## src/logic/lcfs_map.vh

```
// Register offsets, field positions, reset values and timing counts of the fault supervisor.
`ifndef LCFS_MAP_VH
`define LCFS_MAP_VH
// ----------------------------------------------------------------------------
// Register offsets
// ----------------------------------------------------------------------------
`define LCFS_REG_CTRL 8'h00
`define LCFS_REG_MAXALIGN 8'h04
`define LCFS_REG_FAULT 8'h08
`define LCFS_REG_STATUS 8'h0c
`define LCFS_REG_NORM_BASE 8'h10
`define LCFS_REG_THR_BASE 8'h20
`define LCFS_REG_TERMW 8'h30
// ----------------------------------------------------------------------------
// Field positions and reset values
// ----------------------------------------------------------------------------
`define LCFS_CTRL_RECAL_LSB 0
`define LCFS_CTRL_ALIGN_LSB 4
`define LCFS_CTRL_RECOVER_BIT 8
`define LCFS_CTRL_RST_VAL 32'h0000_0000
`define LCFS_MAXALIGN_RST_VAL 16'h000a
`define LCFS_TERMW_RST_VAL 8'h10
`define LCFS_TERMW_WIDE 8'h3f
`define LCFS_ROWS_NARROW 3'h4
`define LCFS_ROWS_WIDE 3'h1
// ----------------------------------------------------------------------------
// Blink counts per fault
// ----------------------------------------------------------------------------
`define LCFS_CODE_NONE 4'h0
`define LCFS_CODE_SHORT 4'h1
`define LCFS_CODE_OPEN 4'h2
`define LCFS_CODE_FREQ 4'h3
`define LCFS_CODE_DISTURB 4'h4
`define LCFS_CODE_JUMPER 4'h5
`define LCFS_CODE_TIMEOUT 4'h7
`define LCFS_CODE_LOOPTYPE 4'h8
// ----------------------------------------------------------------------------
// Timing (clock 25 MHz)
// ----------------------------------------------------------------------------
`define LCFS_CLK_HZ 25000000
`define LCFS_BURST_PERIOD_MS 5000
`define LCFS_BLINK_MS 200
`define LCFS_DISTURB_MS 2000
`define LCFS_RECAL_MS 30000
`define LCFS_MS_CYCLES (`LCFS_CLK_HZ / 1000)
`endif

```

## src/logic/lcfs_supervisor.v

```verilog
// Loop channel fault supervisor: fault coding, blink bursts, alignment limit and records.
// Notes on behaviour
// - Faulty channel LED blinks a coded burst, repeated every 5 seconds.
// - Blink count 1 shorted loop, 2 open loop, 3 frequency unreachable.
// - Blink count 7 alignment time exceeded, 8 unsupported loop type.
// - Collective fault LED and fault output high while any channel faults.
// - Unequal frequency jumpers flag a 5-blink fault on every channel.
// - Interference during alignment, over about 2 s, flags 4 blinks.
// - Alignment stopped at configured maximum duration of up to 65 s, raising the timeout fault.
// - Auto recalibration flag, clear at reset, re-aligns faulty channels cyclically.
// - Recalibration never clears jumper or loop type faults.
// - Faulty loop of a pair puts the other in standby, two classes.
// - Each vehicle record carries system, class, speed, length, direction, distance.
// - Width 16 gives four rows per record; width above 63 gives one.
// - Norm values and thresholds are continually stored to non-volatile storage.
//
// Implementation choices: the address-and-strobe port and the register addresses.
`include "lcfs_map.vh"
module lcfs_supervisor #(
  parameter NCH = 4,
  parameter MS_CYCLES = `LCFS_MS_CYCLES
) (
  input wire ref_clk,
  input wire rst,
  input wire [7:0] reg_addr,
  input wire [31:0] reg_wdata,
  input wire reg_wr,
  input wire reg_rd,
  output reg [31:0] reg_rdata,
  input wire [NCH-1:0] meas_short,
  input wire [NCH-1:0] meas_open,
  input wire [NCH-1:0] meas_freq_fail,
  input wire [NCH-1:0] meas_interference,
  input wire [NCH-1:0] meas_done,
  input wire [NCH-1:0] loop_type_bad,
  input wire jumper_a,
  input wire jumper_b,
  input wire [NCH-1:0] align_request,
  output reg [NCH-1:0] align_active,
  output reg [NCH-1:0] channel_indicator_leds,
  output reg fault_led,
  output reg fault_out,
  output reg [NCH-1:0] standby,
  output reg [NCH-1:0] reduced_class,
  input wire veh_valid,
  input wire [1:0] veh_system,
  input wire [3:0] veh_class,
  input wire [15:0] veh_speed,
  input wire [15:0] veh_length,
  input wire veh_direction,
  input wire [15:0] veh_distance,
  output reg rec_valid,
  output reg [1:0] rec_system,
  output reg [3:0] rec_class,
  output reg [15:0] rec_speed,
  output reg [15:0] rec_length,
  output reg rec_direction,
  output reg [15:0] rec_distance,
  output reg [2:0] rec_rows,
  output reg nv_store,
  output reg [7:0] nv_addr,
  output reg [15:0] nv_data
);
  // --------------------------------------------------------------------------
  // Pin synchronisers
  // --------------------------------------------------------------------------
  // Jumpers and loop type switches are slow pins from outside the clock domain.
  // Two flops keep metastability away from the fault flags that read them.
  reg [1:0] jmp_s1_q;
  reg [1:0] jmp_s2_q;
  reg [NCH-1:0] lt_s1_q;
  reg [NCH-1:0] lt_s2_q;
  always @(posedge ref_clk) begin
    if (rst) begin
      jmp_s1_q <= 2'h0;
      jmp_s2_q <= 2'h0;
      lt_s1_q <= {NCH{1'b0}};
      lt_s2_q <= {NCH{1'b0}};
    end else begin
      jmp_s1_q <= {jumper_b, jumper_a};
      jmp_s2_q <= jmp_s1_q;
      lt_s1_q <= loop_type_bad;
      lt_s2_q <= lt_s1_q;
    end
  end
  wire jumper_mismatch = jmp_s2_q[0] ^ jmp_s2_q[1];

  // --------------------------------------------------------------------------
  // Millisecond tick
  // --------------------------------------------------------------------------
  // All fault timing counts in milliseconds, so only this divider knows the clock rate.
  // With a count of one the tick is high on every cycle, which speeds up simulation.
  reg [15:0] ms_cnt_q;
  wire ms_tick = (ms_cnt_q == MS_CYCLES - 1);
  always @(posedge ref_clk) begin
    if (rst || ms_tick) begin
      ms_cnt_q <= 16'h0000;
    end else begin
      ms_cnt_q <= ms_cnt_q + 16'h0001;
    end
  end

  // --------------------------------------------------------------------------
  // Registers
  // --------------------------------------------------------------------------
  // Control writes keep only the per-channel recalibration enables. The alignment
  // start bits and the recover bit act as one-cycle commands and are never stored.
  reg [31:0] ctrl_q;
  reg [15:0] maxalign_q;
  reg [7:0] termw_q;
  reg [15:0] norm_q [0:NCH-1];
  reg [15:0] thr_q [0:NCH-1];
  reg [NCH-1:0] f_short_q;
  reg [NCH-1:0] f_open_q;
  reg [NCH-1:0] f_freq_q;
  reg [NCH-1:0] f_dist_q;
  reg [NCH-1:0] f_jmp_q;
  reg [NCH-1:0] f_to_q;
  reg [NCH-1:0] f_lt_q;
  reg [3:0] code [0:NCH-1];
  wire [NCH-1:0] recal_en = ctrl_q[`LCFS_CTRL_RECAL_LSB +: NCH];
  wire [NCH-1:0] sw_align = reg_wr && reg_addr == `LCFS_REG_CTRL ?
                            reg_wdata[`LCFS_CTRL_ALIGN_LSB +: NCH] : {NCH{1'b0}};
  wire recover = reg_wr && reg_addr == `LCFS_REG_CTRL && reg_wdata[`LCFS_CTRL_RECOVER_BIT];
  wire [NCH-1:0] any_fault = f_short_q | f_open_q | f_freq_q | f_dist_q | f_jmp_q |
                             f_to_q | f_lt_q;
  // Each process has its own loop index so that no variable has two drivers.
  integer i;
  integer ir;
  integer ia;
  integer ic;
  integer il;

  always @(posedge ref_clk) begin
    if (rst) begin
      ctrl_q <= `LCFS_CTRL_RST_VAL;
      maxalign_q <= `LCFS_MAXALIGN_RST_VAL;
      termw_q <= `LCFS_TERMW_RST_VAL;
      for (i = 0; i < NCH; i = i + 1) begin
        norm_q[i] <= 16'h0000;
        thr_q[i] <= 16'h0000;
      end
    end else if (reg_wr) begin
      case (reg_addr)
        `LCFS_REG_CTRL: ctrl_q <= {24'h000000, 4'h0, reg_wdata[3:0]};
        `LCFS_REG_MAXALIGN: maxalign_q <= reg_wdata[15:0];
        `LCFS_REG_TERMW: termw_q <= reg_wdata[7:0];
        default: begin
          for (i = 0; i < NCH; i = i + 1) begin
            if (reg_addr == `LCFS_REG_NORM_BASE + 4 * i) norm_q[i] <= reg_wdata[15:0];
            if (reg_addr == `LCFS_REG_THR_BASE + 4 * i) thr_q[i] <= reg_wdata[15:0];
          end
        end
      endcase
    end
  end

  // Read data stand for one cycle after the read strobe and are zero otherwise.
  // Unmapped offsets answer zero.
  always @(posedge ref_clk) begin
    if (rst) begin
      reg_rdata <= 32'h0000_0000;
    end else begin
      reg_rdata <= 32'h0000_0000;
      if (reg_rd) begin
        case (reg_addr)
          `LCFS_REG_CTRL: reg_rdata <= ctrl_q;
          `LCFS_REG_MAXALIGN: reg_rdata <= {16'h0000, maxalign_q};
          `LCFS_REG_FAULT: reg_rdata <= {16'h0000, code[3], code[2], code[1], code[0]};
          `LCFS_REG_STATUS: reg_rdata <= {20'h00000, reduced_class, align_active, any_fault};
          `LCFS_REG_TERMW: reg_rdata <= {24'h000000, termw_q};
          default: begin
            for (ir = 0; ir < NCH; ir = ir + 1) begin
              if (reg_addr == `LCFS_REG_NORM_BASE + 4 * ir) reg_rdata <= {16'h0000, norm_q[ir]};
              if (reg_addr == `LCFS_REG_THR_BASE + 4 * ir) reg_rdata <= {16'h0000, thr_q[ir]};
            end
          end
        endcase
      end
    end
  end

  // --------------------------------------------------------------------------
  // Alignment control and fault flags
  // --------------------------------------------------------------------------
  // Every channel aligns after reset, as at power-on. A channel aligns again on a
  // request pin, a software start, a recover command or the recalibration timer.
  // The jumper and loop type flags follow their cause and only a recover command
  // clears them; a cause still present in the same cycle wins over the clear.
  reg [15:0] align_ms_q [0:NCH-1];
  reg [15:0] recal_ms_q [0:NCH-1];
  reg [NCH-1:0] recal_go;
  always @(posedge ref_clk) begin
    if (rst) begin
      align_active <= {NCH{1'b1}};
      f_short_q <= {NCH{1'b0}};
      f_open_q <= {NCH{1'b0}};
      f_freq_q <= {NCH{1'b0}};
      f_dist_q <= {NCH{1'b0}};
      f_jmp_q <= {NCH{1'b0}};
      f_to_q <= {NCH{1'b0}};
      f_lt_q <= {NCH{1'b0}};
      recal_go <= {NCH{1'b0}};
      for (ia = 0; ia < NCH; ia = ia + 1) begin
        align_ms_q[ia] <= 16'h0000;
        recal_ms_q[ia] <= 16'h0000;
      end
    end else begin
      for (ia = 0; ia < NCH; ia = ia + 1) begin
        f_jmp_q[ia] <= jumper_mismatch | (f_jmp_q[ia] & ~recover);
        f_lt_q[ia] <= lt_s2_q[ia] | (f_lt_q[ia] & ~recover);
        recal_go[ia] <= 1'b0;
        if (recal_en[ia] && any_fault[ia] && !align_active[ia]) begin
          if (ms_tick) recal_ms_q[ia] <= recal_ms_q[ia] + 16'h0001;
          if (recal_ms_q[ia] >= `LCFS_RECAL_MS) begin
            recal_ms_q[ia] <= 16'h0000;
            recal_go[ia] <= 1'b1;
          end
        end else begin
          recal_ms_q[ia] <= 16'h0000;
        end
        if (!align_active[ia]) begin
          if (align_request[ia] || sw_align[ia] || recover || recal_go[ia]) begin
            align_active[ia] <= 1'b1;
            align_ms_q[ia] <= 16'h0000;
          end
        end else begin
          if (ms_tick) align_ms_q[ia] <= align_ms_q[ia] + 16'h0001;
          if (align_ms_q[ia] >= `LCFS_DISTURB_MS && meas_interference[ia])
            f_dist_q[ia] <= 1'b1;
          if (meas_done[ia]) begin
            align_active[ia] <= 1'b0;
            f_short_q[ia] <= meas_short[ia];
            f_open_q[ia] <= meas_open[ia];
            f_freq_q[ia] <= meas_freq_fail[ia];
            f_dist_q[ia] <= meas_interference[ia] && align_ms_q[ia] >= `LCFS_DISTURB_MS;
            f_to_q[ia] <= 1'b0;
          end else if ({16'h0000, align_ms_q[ia]} >= maxalign_q * 32'd1000) begin
            align_active[ia] <= 1'b0;
            f_to_q[ia] <= 1'b1;
          end
        end
      end
    end
  end

  // --------------------------------------------------------------------------
  // Fault code selection and blink bursts
  // --------------------------------------------------------------------------
  // Only one code is shown per burst; the priority order below follows the
  // blink counts, so the fault with the fewest blinks is the one shown.
  always @* begin
    for (ic = 0; ic < NCH; ic = ic + 1) begin
      if (f_short_q[ic]) code[ic] = `LCFS_CODE_SHORT;
      else if (f_open_q[ic]) code[ic] = `LCFS_CODE_OPEN;
      else if (f_freq_q[ic]) code[ic] = `LCFS_CODE_FREQ;
      else if (f_dist_q[ic]) code[ic] = `LCFS_CODE_DISTURB;
      else if (f_jmp_q[ic]) code[ic] = `LCFS_CODE_JUMPER;
      else if (f_to_q[ic]) code[ic] = `LCFS_CODE_TIMEOUT;
      else if (f_lt_q[ic]) code[ic] = `LCFS_CODE_LOOPTYPE;
      else code[ic] = `LCFS_CODE_NONE;
    end
  end

  // One burst period is shared by all channels, so their bursts start together.
  // Each blink slot is lit in even slots while half the slot number is below the code.
  reg [12:0] burst_ms_q;
  always @(posedge ref_clk) begin
    if (rst || (ms_tick && burst_ms_q == `LCFS_BURST_PERIOD_MS - 1)) begin
      burst_ms_q <= 13'h0000;
    end else if (ms_tick) begin
      burst_ms_q <= burst_ms_q + 13'h0001;
    end
  end
  wire [31:0] slot_wide = {19'h00000, burst_ms_q} / `LCFS_BLINK_MS;
  wire [12:0] slot = slot_wide[12:0];

  // A channel under alignment shows a steady light; a pair partner of a faulty
  // loop drops to standby with the reduced two-class classification.
  always @(posedge ref_clk) begin
    if (rst) begin
      channel_indicator_leds <= {NCH{1'b0}};
      fault_led <= 1'b0;
      fault_out <= 1'b0;
      standby <= {NCH{1'b0}};
      reduced_class <= {NCH{1'b0}};
    end else begin
      for (il = 0; il < NCH; il = il + 1) begin
        if (align_active[il]) channel_indicator_leds[il] <= 1'b1;
        else if (any_fault[il])
          channel_indicator_leds[il] <= !slot[0] && (slot[12:1] < code[il]);
        else channel_indicator_leds[il] <= 1'b0;
        standby[il] <= !any_fault[il] && any_fault[il ^ 1];
        reduced_class[il] <= !any_fault[il] && any_fault[il ^ 1];
      end
      fault_led <= |any_fault;
      fault_out <= |any_fault;
    end
  end

  // --------------------------------------------------------------------------
  // Vehicle records and non-volatile store
  // --------------------------------------------------------------------------
  // The record is a registered copy of the vehicle data, issued one cycle later.
  // The store walks norm and threshold of every channel, one word per millisecond.
  reg [2:0] nv_idx_q;
  always @(posedge ref_clk) begin
    if (rst) begin
      rec_valid <= 1'b0;
      rec_system <= 2'h0;
      rec_class <= 4'h0;
      rec_speed <= 16'h0000;
      rec_length <= 16'h0000;
      rec_direction <= 1'b0;
      rec_distance <= 16'h0000;
      rec_rows <= `LCFS_ROWS_NARROW;
      nv_store <= 1'b0;
      nv_addr <= 8'h00;
      nv_data <= 16'h0000;
      nv_idx_q <= 3'h0;
    end else begin
      rec_valid <= veh_valid;
      if (veh_valid) begin
        rec_system <= veh_system;
        rec_class <= veh_class;
        rec_speed <= veh_speed;
        rec_length <= veh_length;
        rec_direction <= veh_direction;
        rec_distance <= veh_distance;
        rec_rows <= termw_q > `LCFS_TERMW_WIDE ? `LCFS_ROWS_WIDE : `LCFS_ROWS_NARROW;
      end
      // The lowest index bit picks threshold over norm, the upper bits the channel.
      nv_store <= ms_tick;
      if (ms_tick) begin
        nv_idx_q <= nv_idx_q + 3'h1;
        nv_addr <= {5'h00, nv_idx_q};
        nv_data <= nv_idx_q[0] ? thr_q[nv_idx_q[2:1]] : norm_q[nv_idx_q[2:1]];
      end
    end
  end
endmodule // lcfs_supervisor

```

## config.mk

```make
export PLATFORM = sky130hd
export DESIGN_NAME = lcfs_supervisor
export DESIGN_NICKNAME = d
export VERILOG_FILES = /design/src/logic/lcfs_supervisor.v
export VERILOG_INCLUDE_DIRS = /design/src /design/src/logic
export SDC_FILE = /design/constraint.sdc
export NUM_CORES = 1
export LEC_CHECK = 0
export BUFFER_PORTS_ARGS = -buffer_cell sky130_fd_sc_hd__buf_4
export CORE_UTILIZATION = 54
export DETAILED_ROUTE_END_ITERATION = 10
export PLACE_DENSITY = 0.74
export SLEW_MARGIN = 25
export SYNTH_ARGS = -nofsm -noshare
export SYNTH_HDL_FRONTEND = slang
export SYNTH_SLANG_ARGS = --single-unit
```

## constraint.sdc

```tcl
create_clock -name ref_clk -period 15.7 [get_ports ref_clk]
set_input_delay 0.785 -clock ref_clk [delete_from_list [all_inputs] [get_ports ref_clk]]
set_output_delay 0.785 -clock ref_clk [all_outputs]
set_load 0.02 [all_outputs]
```

Yosys cells after proc, flatten, opt, wreduce, memory -nomap -nowiden:

Memory sizes are Yosys's and may differ from the RTL's. A register that Yosys moved wholly into a read port is not among the register bits.
Index checks and enable logic that the tools add are counted.

* reduce and logical (&&, ||, !) cells: 73
* equal/unequal tests: 14
* bitwise operators: 53
* muxes and demuxes: 219
* div/mod/pow operators: 1
* $mul: 1
* order comparisons: 17
* add/subtract/negate cells: 11

Operators by type and width (number)
* 16-bit 2-to-1 mux: 30
* 32-bit 2-to-1 mux: 7
* 32-bit one-hot mux with 5 select lines: 1
* 1-bit 2-to-1 mux: 147
* 16-bit by 1-bit adder with 16-bit output (second input constant): 9
* 4-bit 2-to-1 mux: 29
* 16-bit by 26-bit >= comparator with 1-bit output: 4
* 16-bit by 11-bit >= comparator with 1-bit output (second input constant): 4
* 16-bit by 15-bit >= comparator with 1-bit output (second input constant): 4
* 12-bit by 4-bit < comparator with 1-bit output: 4
* 8-bit by 6-bit equality test with 1-bit output (second input constant): 5
* 1-bit bitwise OR: 36
* 13-bit by 8-bit divider with 32-bit output (second input constant): 1
* 8-bit by 5-bit equality test with 1-bit output (second input constant): 4
* 2-bit AND reduction: 15
* 4-bit bitwise OR: 6
* 1-bit logical AND: 23
* 16-bit by 7-bit multiplier with 23-bit output (second input constant): 1
* 16-bit by 15-bit equality test with 1-bit output (second input constant): 1
* 8-bit by 4-bit equality test with 1-bit output (second input constant): 2
* 2-bit nonzero test: 8
* 1-bit logical OR: 14
* 13-bit by 1-bit adder with 13-bit output (second input constant): 1
* 13-bit equality test (second input constant): 1
* other kinds (13): 32

* bits in registers: 228
* output and inout bits: 134
* memories kept: 4
* logic and storage cells: 442
* RAM bits: 256
* input port bits: 130

Memory list
* align_ms_q: depth 4, bits a word 16, read ports 4, clocked after memory_dff 0, wr ports 4, line lcfs_supervisor.v:190 `reg [15:0] align_ms_q [0:NCH-1];`
* norm_q: depth 4, bits a word 16, read ports 5, clocked after memory_dff 1, wr ports 4, line lcfs_supervisor.v:111 `reg [15:0] norm_q [0:NCH-1];`
* recal_ms_q: depth 4, bits a word 16, read ports 4, clocked after memory_dff 0, wr ports 4, line lcfs_supervisor.v:191 `reg [15:0] recal_ms_q [0:NCH-1];`
* thr_q: depth 4, bits a word 16, read ports 5, clocked after memory_dff 1, wr ports 4, line lcfs_supervisor.v:112 `reg [15:0] thr_q [0:NCH-1];`

Logic depth before layout (Yosys ltp):

* word-level depth: 14
* gate-level depth with buffers: 21
* depth with buffers taken out: 21

Worst setup path before layout:

No wires, ideal clock.

* path kind: reg2reg
* from: reg maxalign_q[0]
* to: reg f_to_q[0]
* library setup time: 116 ps
* data required time: 15584 ps
* slack: 10646 ps
* path buffers: 0
* arrival: 4937 ps
* period minus slack after synthesis: 5054 ps
* stages on the path, launching flop included: 21
* path through: dfxtp_1 > fa_1 > inv_1 > fa_1 > fa_1 > inv_1 > fa_1 > ha_1 > inv_1 > o21ai_0 > a21oi_1 > o21ai_0 > a21oi_1 > xor2_1 > ha_1 > nand4_1 > a21oi_1 > o31a_1 > o21ai_0 > nand2_1 > a41o_1

* word-level cells in the longest chain between the ends: 4

RTL lines
* start, declared: line lcfs_supervisor.v:109 `reg [15:0] maxalign_q;`
* start signal, assigned: line lcfs_supervisor.v:137 `` maxalign_q <= `LCFS_MAXALIGN_RST_VAL; ``
* start signal, assigned: line lcfs_supervisor.v:146 `` `LCFS_REG_MAXALIGN: maxalign_q <= reg_wdata[15:0]; ``
* 16-bit by 7-bit multiplier with 23-bit output: line lcfs_supervisor.v:238 `end else if ({16'h0000, align_ms_q[ia]} >= maxalign_q * 32'd1000) begin`
* 16-bit by 26-bit >= comparator with 1-bit output: line lcfs_supervisor.v:238
* 2-bit nonzero test (no source line)
* 2-bit AND reduction (no source line)
* end signal, assigned: line lcfs_supervisor.v:201 `f_to_q <= {NCH{1'b0}};`
* end, declared: line lcfs_supervisor.v:118 `reg [NCH-1:0] f_to_q;`

Every way passes these cells.
A chain may end at the register's enable or synchronous reset.

Worst setup path after layout:

* from: reg maxalign_q[0]
* to: reg f_to_q[3]

The elaborated chain is that of the path after synthesis.

==> key figures <==
Setup path
  – Startpoint Class: flop
  – CP Data Arrival Time: 6.62 ns
  – Nature of the critical path endpoint: flop
  – Critical-path maximum fanout: 10
  – Worst path required time: ~16 ns
  – WS Path Type: reg -> reg

Global route
  – First-pass GRT wire length: 109000 microns
  – Initial antenna violation count: 6
  – Total track usage: 28.1%
  – Largest net degree at the start of global routing: 92
  – Vias in the first global route: 19.9k
  – Total grt overflow: 0

Route
  – WL/cell: 20.6 microns
  – Initial DRC count: 2154
  – ANT nets after route: 0
  – Vias: 20.5k
  – Drt first pass iters: 8
  – Drt drc: 0
  – Vias per cell: 6.04
  – Routed WL: ~70000 microns

STA
  – Final setup vio count: 0
  – Final hold slack: 0.382 ns
  – Fin Setup TNS: 0 ns
  – Slew Viols, Final: 0
  – Fmax: 164 MHz
  – Final worst setup slack: 9.59 ns
  – Worst slew pin tran: 1.12 ns
  – Ratio of final minimum period to clock period: between 30% and 40%
  – Fin crit period: a little over 6 ns
  – RSZ-0062 raised after global routing: no
  – Hold Violations, Final: 0
  – Layout Skew: approximately 0.026 ns
  – Rel. slew slack: 25.0%

Clocking
  – Worst skew pair latency: 0.62 ns
  – Clock root buffer: clkbuf_16
  – CTS tree: yes
  – CTS Buf Count: 50
  – Clock-pin slew on the worst setup and hold paths: 0.06 ns
  – H-Tree Depth: 2
  – CTS resizes: 0
  – Post-CTS Hold Fix Bufs: 0
  – Clock buffer depth: 3
  – Total setup buffers inserted after CTS: 0
  – # clock sinks: 469

Synth
  – Main area contributors after synthesis: edfxtp_1 (29%), dfxtp_1 (16%), ha_1 (6.6%), nor2_1 (4.8%), fa_1 (4.1%)
  – Synthesis-stage register bit count: 469
  – Synth Flop Type: edfxtp_1
  – Syn avg cell area: 10.3 sq um
  – Post-synthesis sequential area ratio: 45.5%
  – Post-synthesis async set-or-reset flop share: 0%
  – Top cell type's share of synthesized area: 29.3%
  – Number of synthesized flops with an enable pin: 256
  – Largest area contributor in the synthesized netlist: edfxtp_1
  – Yosys warnings: 0
  – Mapped Area: approximately 0.026 sq mm
  – Mapped Cells: 2559
  – Synth cell types: 85

Layout
  – Synth-to-Final Area Change: 14.5%
  – Share of layout cells above drive strength 1: 14.7%
  – N_diodes: 0
  – Filler cells: 3896
  – # nets final: between 3k and 4k
  – Design area: 0.0301 sq mm

Place
  – Port Buffer Count: around 230
  – Setup Slack @ Placement: 9.66 ns
  – Post-DP HPWL: just under 50000 microns
  – GPL Wtd Cong: 0.933
  – Post-DP Area: 0.0284 sq mm

Power and ir drop
  – Pleak: 12.1 nW
  – Max VDD drop: approximately 0.000089 V
  – Seq pwr share: just under 50%
  – Internal power: around 0.0021 W
  – Pwr/cell area: around 96 mW/mm^2
  – Gate power share: 9.6%
  – Overall Power: 0.00288 W
  – Switch share: 25.4%
  – Net Sw Power: 0.000730 W
  – Clock network power share: 41.9%

Floorplan
  – Std cell rows: 80
  – Core Footprint: 0.0478 sq mm
  – Io pins: between 200 and 300
  – DIE AREA: 0.0495 sq mm
  – Die W: 222 microns
  – Starting density of the core: 54.9%
  – Die H: 222 microns

Run status
  – Outcome: complete, no violations

Min path
  – Worst Hold Class: in -> reg

Job
  – Max-cap violations: 0
metal layers:
layer  share of wire (%)  GRT usage [%]
met1                  41           37.5
met2                  46           45.2
met3                 9.8           5.09
met4                 3.7           11.6
met5               0.049              0
critical path, cell delays in order (launching register included):
cell and delay [ns]:
dfxtp_1 0.73, fa_1 0.55, inv_1 0.10, fa_1 0.44, fa_1 0.54, inv_1 0.05
fa_1 0.45, ha_1 0.31, inv_1 0.09, o21ai_0 0.10, a21oi_1 0.27, o21ai_0 0.12
a21oi_1 0.22, xor2_1 0.62, ha_1 0.37, nand4_1 0.10, a21oi_1 0.06, o31a_1 0.27
o21ai_0 0.28, nand2_1 0.10, a41o_1 0.23
logic make-up (layout without fill, tap and decap cells):
logic type	count (synthesis)	count (layout)	share of synthesized area [%]
compound gates	414	414	11.0
xor+xnor	144	144	4.83
fa+ha+maj	192	192	10.7
buf+inv	219	415	3.60
flops	469	469	45.5
mux	111	111	5.77
other cells	1	26	0.0143
simple gates	1009	1009	18.5
power groups by stage:
stage,sequential (W),combinational [W],clock (W)
2_1_floorplan,0.00142,0.000148,0
3_3_place_gp,0.00142,0.000265,0
3_5_place_dp,0.00142,0.000272,0
4_1_cts,0.00139,0.000273,0.00122
5_1_grt,0.00140,0.000296,0.00127
6_report,0.00140,0.000277,0.00121
path summary, 6_finish.rpt:
kind / from / slack (ns) / end / depth (start not counted)
max: maxalign_q[0] / 9.59 / f_to_q[3] / 20
min: loop_type_bad[0] / 0.38 / lt_s1_q[0] / 2
max reg2reg: maxalign_q[0] / 9.59 / f_to_q[3] / 20
min reg2reg: lt_s1_q[1] / 0.44 / lt_s2_q[1] / 1
through the flow:
step	utilization (%)	instances
6_report	62.8	3395
3_3_place_gp	59.3	3301
5_1_grt	62.8	3395
3_5_place_dp	59.3	3301
4_1_cts	62.8	3395
2_1_floorplan	-	2584
cell usage after synthesis (55+ instances only):
cell / instances
nand2_1: 194
mux2i_1: 77
and2_1: 140
ha_1: 138
xnor2_1: 62
nand3_1: 100
a21oi_1: 109
xor2_1: 81
edfxtp_1: 256
dfxtp_1: 213
o21ai_0: 55
inv_1: 74
clkbuf_1: 92
nor2_1: 337
state kept, by name (all words and copies together), names as in the netlist, 8 cells and up, named ones only:
name          count
reg_rdata        16
maxalign_q       16
thr_q            64
burst_ms_q       13
nv_data          16
align_ms_q       64
norm_q           64
rec_length       16
recal_ms_q       64
rec_speed        16
rec_distance     16
ms_cnt_q         16
termw_q           8
cell usage in the layout, fill, tap and decap left out, types with 23 or more instances in the layout:
| cell type | netlist | final |
|---|---|---|
| nor2b_1 | 27 | 27 |
| xor2_1 | 81 | 81 |
| ha_1 | 138 | 138 |
| nand3_1 | 100 | 100 |
| fa_1 | 54 | 54 |
| and2_1 | 140 | 140 |
| o21ai_0 | 55 | 55 |
| nor3_1 | 37 | 30 |
| clkbuf_16 | 0 | 53 |
| nor2_1 | 337 | 331 |
| edfxtp_1 | 256 | 256 |
| xnor2_1 | 62 | 62 |
| dfxtp_1 | 213 | 211 |
| and3_1 | 42 | 42 |
| mux2i_1 | 77 | 77 |
| conb_1 | 1 | 26 |
| inv_1 | 74 | 74 |
| buf_4 | 29 | 243 |
| a211oi_1 | 32 | 32 |
| a21oi_1 | 109 | 109 |
| mux4_2 | 32 | 32 |
| a21o_1 | 28 | 28 |
| nand2b_1 | 23 | 23 |
| nand4_1 | 42 | 42 |
| a22oi_1 | 32 | 32 |
| nand2_1 | 194 | 193 |
final cells by class:
type                       instances  area, sq um  area share (%)
clock buffer                      76         1490            4.96
inverter                          77          292           0.970
clock inverter                    18          185           0.616
sequential                       469        12000            39.8
multi-input combinational       1896        13500            45.0
timing repair buffer             244         1840            6.11
tap                              615          769            2.56
Power figures use the tool's default switching activity.
